**src/fscg_pkg.sv**
```systemverilog
// Shared constants for the system clock generator
package fscg_pkg;
   localparam logic [7:0] ADDR_INTEG_LOW = 8'h50;
   localparam logic [7:0] ADDR_INTEG_HIGH = 8'h51;
   localparam logic [7:0] ADDR_FREQ_CTL = 8'h52;
   localparam logic [7:0] ADDR_BUF_CTL = 8'h53;
   localparam logic [6:0] MULT_RESET = 7'h1F;
   localparam logic [7:0] BYTE_ZERO = 8'h00;
   localparam logic [9:0] DCO_LOWEST = 10'h000;
   localparam logic [9:0] DCO_HIGHEST = 10'h3FF;
   localparam int MULT_LSB = 0;
   localparam int MULT_MSB = 6;
   localparam int BUF_SEL_LSB = 0;
   localparam int BUF_SEL_MSB = 1;
   localparam int BUF_EN_BIT = 2;
   typedef enum logic [1:0] {
      FSCG_SEL_AUX,
      FSCG_SEL_AUX_DIV2,
      FSCG_SEL_AUX_DIV4,
      FSCG_SEL_MAIN
   } fscg_sel_t;
endpackage

```
**src/fscg_top.sv**
```systemverilog
// System clock generator: crystal clock, locked main clock, clock buffer pin
`timescale 1ns/1ps
// What this block does
// - Auxiliary clock follows the attached 32768 Hz crystal directly.
// - Main clock runs at crystal frequency times multiplier plus one.
// - Power-up clear loads the multiplier field with thirty-one.
// - Power-up clears the oscillator stop bit so the crystal runs.
// - Oscillator stop bit set to one halts crystal and auxiliary clock.
// - Buffer pin carries auxiliary, auxiliary/2, auxiliary/4 or main clock.
// - Loop raises the oscillator setting after short cycles to hold average.
// - Power-up clear sets the controlled oscillator to its lowest frequency.
// - Control logic runs at once after power-up clear, no start condition.
// - Loop corrects the oscillator only with a stable crystal reference.
// - Mode one keeps both clocks but suspends loop control.
// - Mode two stops main clock and loop; auxiliary keeps running.
// - Modes three and four drop oscillator bias; four stops crystal too.
module fscg_top #(
   parameter int DCO_BITS = 10,
   parameter int CNT_BITS = 8
) (
   input wire logic i_clock,
   input wire logic i_rst_n,
   input wire logic i_xtal,
   input wire logic i_dco_tick,
   input wire logic i_osc_stop,
   input wire logic i_loop_disable,
   input wire logic i_main_disable,
   input wire logic i_bias_off,
   input wire logic [7:0] i_addr,
   input wire logic [7:0] i_wdata,
   input wire logic i_wr,
   input wire logic i_rd,
   output logic [7:0] o_rdata,
   output logic o_aux_clk,
   output logic o_main_clk,
   output logic o_xtal_run,
   output logic o_dco_bias_on,
   output logic [DCO_BITS-1:0] o_dco_setting,
   output logic o_buf_pin
);
   logic xtal_s1_q, xtal_s2_q, xtal_s3_q;
   logic tick_s1_q, tick_s2_q, tick_s3_q;
   logic [6:0] mult_q;
   logic [DCO_BITS-1:0] integ_q, integ_d;
   logic [7:0] buf_ctl_q;
   logic [CNT_BITS-1:0] main_cnt_q, main_cnt_d;
   logic aux_clk_q, main_clk_q, div2_q, buf_q, stable_q;
   logic [1:0] div4_q;
   logic [1:0] stable_cnt_q;
   localparam logic [DCO_BITS-1:0] DCO_HIGHEST_W = '1;

   // Oscillator runs unless software stops it; the deepest-mode term needs the stop bit too
   wire xtal_run = !i_osc_stop && !(i_bias_off && i_main_disable && i_loop_disable
      && i_osc_stop);
   wire main_run = !i_main_disable;
   wire loop_on = !i_loop_disable && main_run && stable_q;
   wire aux_rise = xtal_s2_q && !xtal_s3_q && xtal_run;
   wire dco_rise = tick_s2_q && !tick_s3_q && main_run;
   wire [CNT_BITS-1:0] target = CNT_BITS'(mult_q) + CNT_BITS'(1);
   wire short_cycle = main_cnt_q < target;
   wire long_cycle = main_cnt_q > target;
   wire [1:0] buf_sel = buf_ctl_q[fscg_pkg::BUF_SEL_MSB:fscg_pkg::BUF_SEL_LSB];
   wire buf_en = buf_ctl_q[fscg_pkg::BUF_EN_BIT];
   logic buf_src;

   function automatic logic [DCO_BITS-1:0] step_integ(input logic [DCO_BITS-1:0] v,
                                                      input logic up, input logic dn);
      logic [DCO_BITS-1:0] r;
      r = v;
      if (up && v != {DCO_BITS{1'b1}}) begin
         r = v + DCO_BITS'(1);
      end else if (dn && v != '0) begin
         r = v - DCO_BITS'(1);
      end
      return r;
   endfunction

   // Short measured period means oscillator slow: raise setting, lengthening
   // the average at each rising crystal edge while too-short cycles keep recurring
   always_comb begin
      integ_d = integ_q;
      main_cnt_d = main_cnt_q;
      if (aux_rise) begin
         main_cnt_d = '0;
         if (loop_on) begin
            integ_d = step_integ(integ_q, short_cycle, long_cycle);
         end
      end else if (dco_rise && main_cnt_q != {CNT_BITS{1'b1}}) begin
         main_cnt_d = main_cnt_q + CNT_BITS'(1);
      end
   end

   always_comb begin
      case (fscg_pkg::fscg_sel_t'(buf_sel))
         fscg_pkg::FSCG_SEL_AUX: buf_src = aux_clk_q;
         fscg_pkg::FSCG_SEL_AUX_DIV2: buf_src = div2_q;
         fscg_pkg::FSCG_SEL_AUX_DIV4: buf_src = div4_q[1];
         fscg_pkg::FSCG_SEL_MAIN: buf_src = main_clk_q;
         default: buf_src = 1'b0;
      endcase
   end

   // Pin inputs pass two flops; third stage only feeds edge detection
   always_ff @(posedge i_clock or negedge i_rst_n) begin
      if (!i_rst_n) begin
         xtal_s1_q <= 1'b0;
         xtal_s2_q <= 1'b0;
         xtal_s3_q <= 1'b0;
         tick_s1_q <= 1'b0;
         tick_s2_q <= 1'b0;
         tick_s3_q <= 1'b0;
      end else begin
         xtal_s1_q <= i_xtal;
         xtal_s2_q <= xtal_s1_q;
         xtal_s3_q <= xtal_s2_q;
         tick_s1_q <= i_dco_tick;
         tick_s2_q <= tick_s1_q;
         tick_s3_q <= tick_s2_q;
      end
   end

   // Loop state starts from power-up values with no extra enable
   always_ff @(posedge i_clock or negedge i_rst_n) begin
      if (!i_rst_n) begin
         integ_q <= fscg_pkg::DCO_LOWEST[DCO_BITS-1:0];
         main_cnt_q <= '0;
      end else if (i_wr && i_addr == fscg_pkg::ADDR_INTEG_LOW) begin
         integ_q <= {integ_q[DCO_BITS-1:8], i_wdata};
         main_cnt_q <= main_cnt_d;
      end else if (i_wr && i_addr == fscg_pkg::ADDR_INTEG_HIGH) begin
         integ_q <= {i_wdata[DCO_BITS-9:0], integ_q[7:0]};
         main_cnt_q <= main_cnt_d;
      end else begin
         integ_q <= integ_d;
         main_cnt_q <= main_cnt_d;
      end
   end

   always_ff @(posedge i_clock or negedge i_rst_n) begin
      if (!i_rst_n) begin
         mult_q <= fscg_pkg::MULT_RESET;
         buf_ctl_q <= fscg_pkg::BYTE_ZERO;
      end else if (i_wr && i_addr == fscg_pkg::ADDR_FREQ_CTL) begin
         mult_q <= i_wdata[fscg_pkg::MULT_MSB:fscg_pkg::MULT_LSB];
      end else if (i_wr && i_addr == fscg_pkg::ADDR_BUF_CTL) begin
         buf_ctl_q <= i_wdata;
      end
   end

   // Reference counts as stable after a few crystal edges
   always_ff @(posedge i_clock or negedge i_rst_n) begin
      if (!i_rst_n) begin
         stable_cnt_q <= 2'h0;
         stable_q <= 1'b0;
      end else if (!xtal_run) begin
         stable_cnt_q <= 2'h0;
         stable_q <= 1'b0;
      end else if (aux_rise) begin
         stable_cnt_q <= (stable_cnt_q == 2'h3) ? stable_cnt_q : stable_cnt_q + 2'h1;
         stable_q <= stable_cnt_q == 2'h3;
      end
   end

   always_ff @(posedge i_clock or negedge i_rst_n) begin
      if (!i_rst_n) begin
         aux_clk_q <= 1'b0;
         main_clk_q <= 1'b0;
         div2_q <= 1'b0;
         div4_q <= 2'h0;
         buf_q <= 1'b0;
      end else begin
         aux_clk_q <= xtal_run ? xtal_s2_q : 1'b0;
         main_clk_q <= main_run ? tick_s2_q : 1'b0;
         if (aux_rise) begin
            div2_q <= !div2_q;
            div4_q <= div4_q + 2'h1;
         end
         buf_q <= buf_en && buf_src;
      end
   end

   always_ff @(posedge i_clock or negedge i_rst_n) begin
      if (!i_rst_n) begin
         o_rdata <= fscg_pkg::BYTE_ZERO;
      end else if (i_rd) begin
         case (i_addr)
            fscg_pkg::ADDR_INTEG_LOW: o_rdata <= integ_q[7:0];
            fscg_pkg::ADDR_INTEG_HIGH: o_rdata <= 8'(integ_q[DCO_BITS-1:8]);
            fscg_pkg::ADDR_FREQ_CTL: o_rdata <= {1'b0, mult_q};
            fscg_pkg::ADDR_BUF_CTL: o_rdata <= buf_ctl_q;
            default: o_rdata <= fscg_pkg::BYTE_ZERO;
         endcase
      end
   end

   assign o_aux_clk = aux_clk_q;
   assign o_main_clk = main_clk_q;
   assign o_xtal_run = xtal_run;
   assign o_dco_bias_on = !i_bias_off;
   assign o_dco_setting = integ_q;
   assign o_buf_pin = buf_q;

   // Clock outputs copy the synchronised pin level one cycle later
   aux_follow_a: assert property (@(posedge i_clock) disable iff (!i_rst_n)
      xtal_run |=> o_aux_clk == $past(xtal_s2_q)) else $error("aux clock lost the crystal");

   main_follow_a: assert property (@(posedge i_clock) disable iff (!i_rst_n)
      main_run |=> o_main_clk == $past(tick_s2_q)) else $error("main clock lost the oscillator");

   long_lowers_a: assert property (@(posedge i_clock) disable iff (!i_rst_n)
      (aux_rise && loop_on && long_cycle && !i_wr && integ_q != '0)
      |=> o_dco_setting == $past(o_dco_setting) - 1'b1) else $error("no lower");

   hold_equal_a: assert property (@(posedge i_clock) disable iff (!i_rst_n)
      (aux_rise && !short_cycle && !long_cycle && !i_wr)
      |=> $stable(o_dco_setting)) else $error("step on matched period");

   cnt_clear_a: assert property (@(posedge i_clock) disable iff (!i_rst_n)
      aux_rise |=> main_cnt_q == '0) else $error("period count not cleared");

   cnt_step_a: assert property (@(posedge i_clock) disable iff (!i_rst_n)
      (!aux_rise && dco_rise && main_cnt_q != {CNT_BITS{1'b1}})
      |=> main_cnt_q == $past(main_cnt_q) + CNT_BITS'(1)) else $error("main tick missed");

   main_off_cnt_a: assert property (@(posedge i_clock) disable iff (!i_rst_n)
      (!main_run && !aux_rise) |=> $stable(main_cnt_q)) else $error("count runs while off");

   main_off_loop_a: assert property (@(posedge i_clock) disable iff (!i_rst_n)
      (i_main_disable && !i_wr) |=> $stable(o_dco_setting)) else $error("loop runs while off");

   mult_write_a: assert property (@(posedge i_clock) disable iff (!i_rst_n)
      (i_wr && i_addr == fscg_pkg::ADDR_FREQ_CTL)
      |=> mult_q == $past(i_wdata[fscg_pkg::MULT_MSB:fscg_pkg::MULT_LSB]))
      else $error("multiplier write lost");

   integ_low_a: assert property (@(posedge i_clock) disable iff (!i_rst_n)
      (i_wr && i_addr == fscg_pkg::ADDR_INTEG_LOW)
      |=> o_dco_setting[7:0] == $past(i_wdata)) else $error("low integrator write lost");

   integ_high_a: assert property (@(posedge i_clock) disable iff (!i_rst_n)
      (i_wr && i_addr == fscg_pkg::ADDR_INTEG_HIGH)
      |=> o_dco_setting[DCO_BITS-1:8] == $past(i_wdata[DCO_BITS-9:0]))
      else $error("high integrator write lost");

   rdata_mult_a: assert property (@(posedge i_clock) disable iff (!i_rst_n)
      (i_rd && i_addr == fscg_pkg::ADDR_FREQ_CTL)
      |=> o_rdata == {1'b0, $past(mult_q)}) else $error("multiplier read wrong");

   div2_step_a: assert property (@(posedge i_clock) disable iff (!i_rst_n)
      aux_rise |=> div2_q != $past(div2_q)) else $error("half rate divider stuck");

   div4_step_a: assert property (@(posedge i_clock) disable iff (!i_rst_n)
      aux_rise |=> div4_q == $past(div4_q) + 2'h1) else $error("quarter rate divider stuck");

   buf_main_a: assert property (@(posedge i_clock) disable iff (!i_rst_n)
      (buf_en && buf_sel == 2'h3) |=> o_buf_pin == $past(main_clk_q))
      else $error("buffer pin lost main clock");

   // Reference must be rebuilt from scratch after any stop
   ref_lost_a: assert property (@(posedge i_clock) disable iff (!i_rst_n)
      !xtal_run |=> !stable_q) else $error("reference kept while stopped");


   stop_halts_aux_a: assert property (@(posedge i_clock) disable iff (!i_rst_n)
      i_osc_stop |=> !o_aux_clk) else $error("aux clock runs while stopped");
   main_gated_a: assert property (@(posedge i_clock) disable iff (!i_rst_n)
      i_main_disable |=> !o_main_clk) else $error("main clock runs while disabled");
   loop_frozen_a: assert property (@(posedge i_clock) disable iff (!i_rst_n)
      (i_loop_disable && !i_wr) |=> $stable(o_dco_setting)) else $error("loop moved");
   no_ref_frozen_a: assert property (@(posedge i_clock) disable iff (!i_rst_n)
      (!stable_q && !i_wr) |=> $stable(o_dco_setting)) else $error("unreferenced step");
   short_raises_a: assert property (@(posedge i_clock) disable iff (!i_rst_n)
      (aux_rise && loop_on && short_cycle && !i_wr && integ_q != DCO_HIGHEST_W)
      |=> o_dco_setting == $past(o_dco_setting) + 1'b1) else $error("no raise");
   buf_off_a: assert property (@(posedge i_clock) disable iff (!i_rst_n)
      !buf_en |=> !o_buf_pin) else $error("buffer pin active while off");
   bias_follow_a: assert property (@(posedge i_clock) disable iff (!i_rst_n)
      o_dco_bias_on == !i_bias_off) else $error("bias wrong");
   step_one_a: assert property (@(posedge i_clock) disable iff (!i_rst_n)
      (!i_wr && !aux_rise) |=> $stable(o_dco_setting)) else $error("stray step");

   raise_c: cover property (@(posedge i_clock) aux_rise && loop_on && short_cycle);
   lower_c: cover property (@(posedge i_clock) aux_rise && loop_on && long_cycle);
   stop_c: cover property (@(posedge i_clock) i_osc_stop);

   hold_c: cover property (@(posedge i_clock) aux_rise && loop_on && !short_cycle && !long_cycle);

   buf_main_c: cover property (@(posedge i_clock) buf_en && buf_sel == 2'h3 && o_buf_pin);
endmodule

```
**config.mk**
```make
export PLATFORM = sky130hd
export DESIGN_NAME = fscg_top
export DESIGN_NICKNAME = d
export VERILOG_FILES = /design/src/fscg_pkg.sv /design/src/fscg_top.sv
export SDC_FILE = /design/constraint.sdc
export NUM_CORES = 1
export LEC_CHECK = 0
export BUFFER_PORTS_ARGS = -buffer_cell sky130_fd_sc_hd__buf_2
export CAP_MARGIN = 20
export CORE_UTILIZATION = 61
export CTS_BUF_LIST = sky130_fd_sc_hd__clkbuf_16
export DETAILED_ROUTE_END_ITERATION = 12
export PLACE_DENSITY = 0.95
export SLEW_MARGIN = 5
export SYNTH_ARGS = -nofsm -noshare
export SYNTH_HDL_FRONTEND = slang
export SYNTH_SLANG_ARGS = --single-unit
```
**constraint.sdc**
```tcl
create_clock -name i_clock -period 9.2 [get_ports i_clock]
set_clock_uncertainty 0.15 [all_clocks]
set_input_delay 1.84 -clock i_clock [delete_from_list [all_inputs] [get_ports i_clock]]
set_output_delay 1.84 -clock i_clock [all_outputs]
set_load 0.02 [all_outputs]
```
---- Word-level counts from Yosys, hierarchy flattened ----
Cells that the tools add are included.
storage, ports and cells
  register bits after elaboration ......... 56
  input port bits ......................... 26
  output and inout bits ................... 23
  logic and storage cells ................. 98
cells by class
  add/subtract/negate cells ............... 6
  order comparisons ....................... 2
  equal/unequal tests ..................... 13
  muxes and demuxes ....................... 17
  bitwise logic cells ..................... 2
  reduce and logical (&&, ||, !) cells .... 39
operator list
  kind                   count
  $mux 10                5
  $eq 8x7->1 const B     4
  $pmux 8 s4             1
  $mux 8                 3
  $logic_and 1x1->1      18
  $add 10x1->10 const B  1
  $ne 10x10->1 const B   1
  $reduce_bool 10->1     1
  $reduce_bool 2->1      5
  $sub 10x1->10 const B  1
  $add 7x1->8 const B    1
  $add 8x1->8 const B    1
  $gt 8x8->1             1
  $logic_not 1->1        8
  $lt 8x8->1             1
  $ne 8x8->1 const B     1
  $reduce_and 4->1       2
  $eq 2x2->1 const B     3
  $mux 2                 3
  $reduce_bool 3->1      2
  $add 2x1->2 const B    2
  $mux 1                 4
  $ne 2x2->1 const B     2
  $pmux 1 s4             1
  other kinds (5)        7

---- Longest topological paths before layout ----
Gate-level depths: netlist (run 1).
  depth in word-level cells ............... 9
  depth in mapped cells ................... 18
  depth with buffers taken out ............ 17

---- Worst setup path before layout (run 1) ----
OpenSTA, ideal clock, no wires.
  path type ............................... input port to output port
  from .................................... in i_bias_off
  to ...................................... out o_dco_bias_on
  arrival time ............................ 1.968 ns
  data required time ...................... 7.210 ns
  slack ................................... 5.242 ns
  stages .................................. 1
  buffers on the path ..................... 0
  cell sequence ........................... inv_1
on the way
  word-level cells in the longest chain between the ends .. 1
ends and longest elaborated chain
  what                RTL line         text
  start: declaration  fscg_top.sv:28   input wire logic i_bias_off,
  $logic_not 1->1     fscg_top.sv:199  assign o_dco_bias_on = !i_bias_off;
  end: declaration    fscg_top.sv:37   output logic o_dco_bias_on,
No other way between the ends.

---- Worst setup path after layout (run 1) ----
  from .................................... reg mult_q[2]
  to ...................................... reg integ_q[9] (netlist: o_dco_setting[9])
on the way
  word-level cells in the longest chain between the ends .. 7
  elaborated cells on any way between the ends .. 11
  classes of those cells .................. add/sub (1); order compare (2); mux (4); reduce/logical (4)
ends and longest elaborated chain
  what                      RTL line         text
  start: declaration        fscg_top.sv:43   logic [6:0] mult_q;
  start signal: assignment  fscg_top.sv:141  mult_q <= fscg_pkg::MULT_RESET;
  start signal: assignment  fscg_top.sv:144  mult_q <= i_wdata[fscg_pkg::MULT_MSB:fscg_pkg::MULT_LSB];
  $add 7x1->8 (*)           fscg_top.sv:59   wire [CNT_BITS-1:0] target = CNT_BITS'(mult_q) + CNT_BITS'(1);
  $lt 8x8->1                fscg_top.sv:60   wire short_cycle = main_cnt_q < target;
  $logic_and 1x1->1         fscg_top.sv:70   if (up && v != {DCO_BITS{1'b1}}) begin
  $mux 10                   fscg_top.sv:70
  $mux 10                   fscg_top.sv:85   if (loop_on) begin
  $mux 10                   fscg_top.sv:83   if (aux_rise) begin
  $mux 10                   fscg_top.sv:130  end else if (i_wr && i_addr == fscg_pkg::ADDR_INTEG_HIGH) begin
  end signal: assignment    fscg_top.sv:128  integ_q <= {integ_q[DCO_BITS-1:8], i_wdata};
  end signal: assignment    fscg_top.sv:131  integ_q <= {i_wdata[DCO_BITS-9:0], integ_q[7:0]};
  end signal: assignment    fscg_top.sv:134  integ_q <= integ_d;
  end: declaration          fscg_top.sv:44   logic [DCO_BITS-1:0] integ_q, integ_d;
Mark *: on every way between the ends. The rest lies on a longest branch, timed or not. The select of a mux whose other input is x is not followed.
A chain may end at the register's enable or synchronous reset.

==> results.txt, run 1 <==
status - finished, final reports clean
most frequent cell after synthesis - dfrtp_1
largest net degree at the start of global routing - 54
Final Cycle Share - 0.4877
iteration count of the initial detailed-routing pass - 5
footprint of the multi-input gates - 1664 um^2
sequential share of power - 0.419
IO buf count - 48
CP arrival - 4560 ps
Initial Util - 0.6518
Ports - 49
post-DP HPWL - 5245 um
r2r endpoint - o_dco_setting[9]$_DFFE_PN0P_
CP Cell Sequence - and3_1 > and2_1 > nand4_1 > ha_1 > a21oi_1 > o21ai_0 > or3_1 > ha_1 > a21oi_1 > nor2_1 > a2111oi_2 > o21a_1 > xor2_1 > or4b_1 > nand3_1
Switching Share - 0.3415
CP Capture Type - register
Routed Antenna Nets - 0
worst slack at placement - 4760 ps
cts hold-fix bufs - 0
Post-CTS Setup Bufs - 0
final setup fails - 0
# H-tree levels - 2
Worst-path clk slew - 70 ps
most instantiated cells after synthesis - 51 x dfrtp_1, 29 x nor2_1, 20 x inv_1, 20 x nand2_1, 19 x ha_1
Worst R2R Path Depth - 15
EDFF count, synth - 0
CP required - 9270 ps
share of cells above drive strength 1 - 0.2416
Hold/Removal Path Class - register to register
Post-synth ARST share - 1.000
Netlist cell types - 48
CP Max Fanout - 13
LEAKAGE - 1.741 nW
Die Area - 5507 um^2
peak supply drop - 169.3 uV
Hold Startpoint - tick_s1_q$_DFF_PN0_
clock sinks - 56
CP Launch Type - register
Worst slew margin - 0.4066
Layout Area Growth over Synthesis - 14.16%
1st-iter DRT viols - 221
crit-path max cell delay - 580 ps
Slew Limit Fails - 0
internal cell power - 0.0004580 W
DR WL/cell - 18.35 um
Final WS setup - 4713 ps
area fraction of the dominant cell type after synthesis - 0.4013
Top FF cell, synth - dfrtp_1
CTS Buf Count - 5
Hold EP - tick_s2_q$_DFF_PN0_
antenna cells - 0
GRT Total Usage - 0.3035
Post-Syn Nets - 352
# rows - 25
top post-synthesis cells by area - dfrtp_1 40%, ha_1 7.5%, mux2_2 5.3%
synthesized instance count - 306
CTS tree - built
pwr/cell area - 191.6 nW/um^2
Ys Warns - 0
die extent in x - 74.21 um
Via Count - 2642
Syn Area/Cell - 10.39 um^2
Fillers - 327
Via density - 6.246
worst hold stages - 0
Sum Neg Setup Slack - 0 ps
total gr overflow - 0
DRC Markers - 0
first-pass GRT wire length - 12350 um
Reg2Reg Launch Point - mult_q[2]$_DFFE_PN1P_
initial antenna violation count - 0
max_cap viols - 0
register bit total from synthesis - 56
clock share of power - 0.277
Clk Latency, worst-skew pair - 290 ps
core footprint - 4880 um^2
largest area contributor in the netlist - dfrtp_1
Worst-Margin Slew - 888.3 ps
Logic pwr share - 0.304
maximum clock rate - 222.9 MHz
CTS max path bufs - 2
post-cts resize count - 0
Routed Wire Length - 7764 um
critical path's slowest cell - dfstp_2
Psw - 0.0002375 W
Root Driver - clkbuf_16
Worst Setup Path Type - register to register
synthesized cell area - 3181 um^2
Seq/Total Area, Yosys - 0.4426
RePlAce Congestion - 0.8788
Die Height - 74.21 um
RSZ-0062 raised after global routing - no
r2r setup slk - 4710 ps
Final Hold Fails - 0
vias in the first global route - 2489
Tmin final - 4487 ps
NumNets Final - 401
Register Area - 1408 um^2
==> metal layers <==
layer,vias up,global-route usage,wire length (um)
met5,-,0,0
met4,0,0.1174,216
met3,27,0.05014,588
met2,166,0.5051,3874
met1,1265,0.4011,3085
li1,1184,-,-
==> worst max path at each step <==
stage                     cells after the start             startpoint                      endpoint  slack, ps
after floorplan                               1             i_bias_off                 o_dco_bias_on       5240
after global placement                       16  mult_q[2]$_DFFE_PN1P_  o_dco_setting[9]$_DFFE_PN0P_       4950
after detailed placement                     15  mult_q[2]$_DFFE_PN1P_  o_dco_setting[9]$_DFFE_PN0P_       4760
after CTS                                    15  mult_q[2]$_DFFE_PN1P_  o_dco_setting[9]$_DFFE_PN0P_       4700
after global routing                         16  mult_q[2]$_DFFE_PN1P_  o_dco_setting[9]$_DFFE_PN0P_       4430
final                                        15  mult_q[2]$_DFFE_PN1P_  o_dco_setting[9]$_DFFE_PN0P_       4710
==> stage by stage <==
| stage | utilization | cells | total power, W | hold slack [ps] | instance area (um^2) |
|---|---|---|---|---|---|
| 6_report | 0.7441 | 423 | 0.0006956 | 204.0 | 3631 |
| 5_1_grt | 0.7441 | 423 | 0.0007303 | 207.7 | 3631 |
| 3_5_place_dp | 0.7128 | 415 | 0.0004965 | 188.6 | 3478 |
| 3_3_place_gp | 0.7128 | 415 | 0.0004833 | 185.2 | 3478 |
| 2_1_floorplan | - | 306 | 0.0004485 | 181.2 | 3181 |
| 4_1_cts | 0.7441 | 423 | 0.0006949 | 205.7 | 3631 |
==> cell type report <==
cell class                 instances  share of cell area
multi-input combinational        223              0.4583
sequential                        56              0.3877
timing repair buffer              49             0.06823
clock buffer                       5             0.03446
tap                               67             0.02309
inverter                          20             0.02068
clock inverter                     3            0.007581
==> power groups by stage <==
stage               Clock [W]  Sequential (W)  Combinational (W)
finish               0.000193        0.000291           0.000212
global route         0.000204        0.000292           0.000235
CTS                  0.000195        0.000290           0.000211
detailed placement          0        0.000293           0.000204
global placement            0        0.000291           0.000193
floorplan                   0        0.000290           0.000158
==> worst max-delay path, delay by kind of cell (launching register included) <==
kind,cells,cell delay [ps]
compound gates,5,1160
xor+xnor,1,80
fa+ha+maj,2,700
flops,1,580
simple gates,7,1720
==> placed cells by master, fill, tap and decap left out, drive strengths merged, types with 2 or more instances in the layout <==
| cell type | Yosys | final |
|---|---|---|
| nor4 | 3 | 3 |
| dfstp | 5 | 5 |
| o21ai | 10 | 10 |
| nor2 | 29 | 29 |
| nor3 | 5 | 5 |
| o22ai | 9 | 9 |
| buf | 3 | 49 |
| nor2b | 7 | 7 |
| ha | 19 | 19 |
| a21oi | 16 | 16 |
| xor2 | 12 | 12 |
| a21o | 3 | 3 |
| a31oi | 2 | 2 |
| and2 | 4 | 4 |
| mux2 | 15 | 15 |
| xnor2 | 11 | 11 |
| nand4 | 7 | 7 |
| dfrtp | 51 | 51 |
| or3 | 2 | 2 |
| inv | 20 | 21 |
| o211ai | 2 | 2 |
| nand3 | 11 | 11 |
| nand2 | 20 | 20 |
| and3 | 3 | 3 |
| mux4 | 3 | 3 |
| nand2b | 3 | 3 |
| clkbuf | 4 | 5 |
| a221o | 3 | 3 |
| mux2i | 10 | 10 |
==> cells by family after synthesis <==
family	count (synthesis)	synth area share
XOR/XNOR	23	0.06333
AO/OA/AOI/OAI	54	0.1121
AND/OR/NAND/NOR	98	0.1609
multiplexers	28	0.1058
buffers and inverters	27	0.03422
flip-flops	56	0.4426
adder cells (fa/ha/maj)	20	0.08104
==> state kept, by name, indices dropped and copies added, names as in the netlist <==
register / count
div2_q: 1
tick_s1_q: 1
tick_s3_q: 1
xtal_s2_q: 1
o_dco_setting: 10
stable_q: 1
xtal_s1_q: 1
o_aux_clk: 1
div4_q: 2
o_buf_pin: 1
tick_s2_q: 1
o_rdata: 8
stable_cnt_q: 2
xtal_s3_q: 1
mult_q: 7
o_main_clk: 1
buf_ctl_q: 8
main_cnt_q: 8
Note: power is estimated with default switching activity, not from simulation.
==> inputs of run 2 (changes only) <==
--- a/config.mk
+++ b/config.mk
@@ -7,10 +7,10 @@
 export LEC_CHECK = 0
 export BUFFER_PORTS_ARGS = -buffer_cell sky130_fd_sc_hd__buf_2
 export CAP_MARGIN = 20
-export CORE_UTILIZATION = 61
+export CORE_UTILIZATION = 57
 export CTS_BUF_LIST = sky130_fd_sc_hd__clkbuf_16
 export DETAILED_ROUTE_END_ITERATION = 12
-export PLACE_DENSITY = 0.95
+export PLACE_DENSITY = 0.91
 export SLEW_MARGIN = 5
 export SYNTH_ARGS = -nofsm -noshare
 export SYNTH_HDL_FRONTEND = slang
==> constraint.sdc (replaced) <==
create_clock -name i_clock -period 4.5 [get_ports i_clock]
set_clock_uncertainty 0.15 [all_clocks]
set_input_delay 0.9 -clock i_clock [delete_from_list [all_inputs] [get_ports i_clock]]
set_output_delay 0.9 -clock i_clock [all_outputs]
set_load 0.02 [all_outputs]
==> run 2 against run 1 <==
Fmax rose by 5.9%. First-iteration DRC count fell by 40%. Utilization fell by 4.4 points. Count of clock-buffer cells in the layout did not move. Largest power group unchanged.
==> results.txt, run 2 (same netlist as run 1, synthesis figures left out) <==
Root Driver - clkbuf_16
Via density - 5.981 (-4.2%)
share of cells above drive strength 1 - 0.2486 (+0.007030)
Final Cycle Share - 0.9412 (+0.4535)
footprint of the multi-input gates - 1682 um^2 (+1.1%)
CTS tree - built
Worst slew margin - 0.6218 (+0.2152)
pwr/cell area - 385.9 nW/um^2 (+100%)
r2r setup slk - 260 ps (-4450 ps)
Initial Util - 0.6073 (-0.04453)
Reg2Reg Launch Point - mult_q[2]$_DFFE_PN1P_
# H-tree levels - 2 (unchanged)
IO buf count - 48 (unchanged)
peak supply drop - 272.3 uV (+61%)
Inst Count DP - 420 (+1.2%)
overall power - 0.001415 W (+100%)
Hold EP - tick_s2_q$_DFF_PN0_
first-pass GRT wire length - 12080 um (-2.2%)
Die Area - 5883 um^2 (+6.8%)
total gr overflow - 0 (unchanged)
crit-path max cell delay - 580 ps (about the same)
Die Height - 76.70 um (+3.4%)
LEAKAGE - 1.754 nW (+0.79%)
Final WS setup - 264.8 ps (-4448 ps)
Sum Neg Setup Slack - 0 ps (unchanged)
Slew Limit Fails - 0 (unchanged)
core footprint - 5238 um^2 (+7.3%)
post-cts resize count - 0 (unchanged)
CP Capture Type - register
Largest register FFs - 10 (unchanged)
clock sinks - 56 (unchanged)
Fillers - 356 (+8.9%)
most frequent cells in the layout - 51 x dfrtp_1, 48 x buf_2, 29 x nor2_1
# rows - 26 (+4.0%)
worst hold stages - 0 (unchanged)
1st-iter DRT viols - 133 (-40%)
worst hold slack - 203.5 ps (-0.4800 ps)
Final Hold Fails - 0 (unchanged)
DR WL/cell - 16.74 um (-8.8%)
Worst-Margin Slew - 567.3 ps (-321.0 ps)
worst slack at placement - 135.0 ps (-4625 ps)
Routed Wire Length - 7165 um (-7.7%)
Routed Antenna Nets - 0 (unchanged)
iteration count of the initial detailed-routing pass - 4 (-1)
maximum clock rate - 236.1 MHz (+5.9%)
vias in the first global route - 2520 (+1.2%)
Via Count - 2560 (-3.1%)
crit path launch - mult_q[2]$_DFFE_PN1P_
final setup fails - 0 (unchanged)
CP delay by family, top - simple AND/OR/NAND/NOR gates
initial antenna violation count - 0 (unchanged)
CP Cell Sequence - and3_1 > and2_1 > nand2_1 > xor2_1 > ha_1 > nand4_1 > a21oi_1 > or3_4 > ha_1 > nand3_1 > nor2_1 > a2111oi_4 > o21a_1 > xor2_1 > or4b_1 > nand3_1
r2r endpoint - o_dco_setting[9]$_DFFE_PN0P_
max_cap viols - 0 (unchanged)
DRC Markers - 0 (unchanged)
Hold/Removal Path Class - register to register
CP required - 4580 ps (-4690 ps)
Tmin final - 4235 ps (-251.7 ps)
Layout Area Growth over Synthesis - 15.30%
die extent in x - 76.70 um (+3.4%)
post-DP HPWL - 5224 um (-0.39%)
Worst Setup Path Type - register to register
Hold Startpoint - tick_s1_q$_DFF_PN0_
GRT Total Usage - 0.2625 (-0.04097)
Worst R2R Path Depth - 16 (+1)
Register Area - 1408 um^2 (unchanged)
CP Max Fanout - 13 (unchanged)
antenna cells - 0 (unchanged)
largest net degree at the start of global routing - 33 (-39%)
cts hold-fix bufs - 0 (unchanged)
Finished Layout Cells - 428 (+1.2%)
CP arrival - 4310 ps (-250 ps)
worst path buffer plus inverter count - 0 (unchanged)
RSZ-0062 raised after global routing - no
status - finished, final reports clean
CP Launch Type - register
NumNets Final - 403 (+0.50%)
Clk Latency, worst-skew pair - 290 ps (about the same)
Worst-path clk slew - 70 ps (about the same)
most common library cell in the layout ignoring fill and taps - dfrtp_1
RePlAce Congestion - 0.8650 (-1.6%)
CTS max path bufs - 2 (unchanged)
Ports - 49 (unchanged)
Post-CTS Setup Bufs - 0 (unchanged)
critical path's slowest cell - dfstp_2
CTS Buf Count - 5 (unchanged)
run 2: final cells by class:
type / count / area share
Multi-Input combinational cell: 223 / 0.4585
Clock buffer: 5 / 0.03412
Tap cell: 70 / 0.02388
Clock inverter: 3 / 0.007506
Timing Repair Buffer: 51 / 0.07165
Sequential cell: 56 / 0.3838
Inverter: 20 / 0.02047
run 2: worst register-to-register path: stages (launching register included):
cell       delay [ps]
dfstp_2           580
and3_1            180
and2_1            150
nand2_1            70
xor2_1            150
ha_1              320
nand4_1           150
a21oi_1            80
or3_4             470
ha_1              420
nand3_1           120
nor2_1             70
a2111oi_4         420
o21a_1            180
xor2_1             80
or4b_1            480
nand3_1           100
run 2: per-stage QoR:
stage               utilization  cell area, um^2
global placement         0.6677             3497
global route             0.7002             3667
finish                   0.7002             3667
CTS                      0.6968             3650
detailed placement       0.6677             3497
floorplan                     -             3181
run 2: power by group:
part | switching, W | internal [W]
logic | 0.000242 | 0.000190
clock network | 0.000181 | 0.000211
registers | 0.0000457 | 0.000545
run 2: metal layers:
layer,global-route usage,up-vias,share of wire
li1,-,1189,-
met1,0.3347,1229,0.41
met2,0.4250,112,0.48
met3,0.06190,30,0.068
met4,0.1173,0,0.038
met5,0,-,0
run 2: how the worst max path moves through the flow:
stage	end	slack [ps]	cells after the start
after floorplan	o_dco_setting[9]$_DFFE_PN0P_	600	17
final	o_dco_setting[9]$_DFFE_PN0P_	260	16
after global routing	o_dco_setting[9]$_DFFE_PN0P_	10	16
after global placement	o_dco_setting[9]$_DFFE_PN0P_	320	16
after CTS	o_dco_setting[9]$_DFFE_PN0P_	50	16
after detailed placement	o_dco_setting[9]$_DFFE_PN0P_	130	16
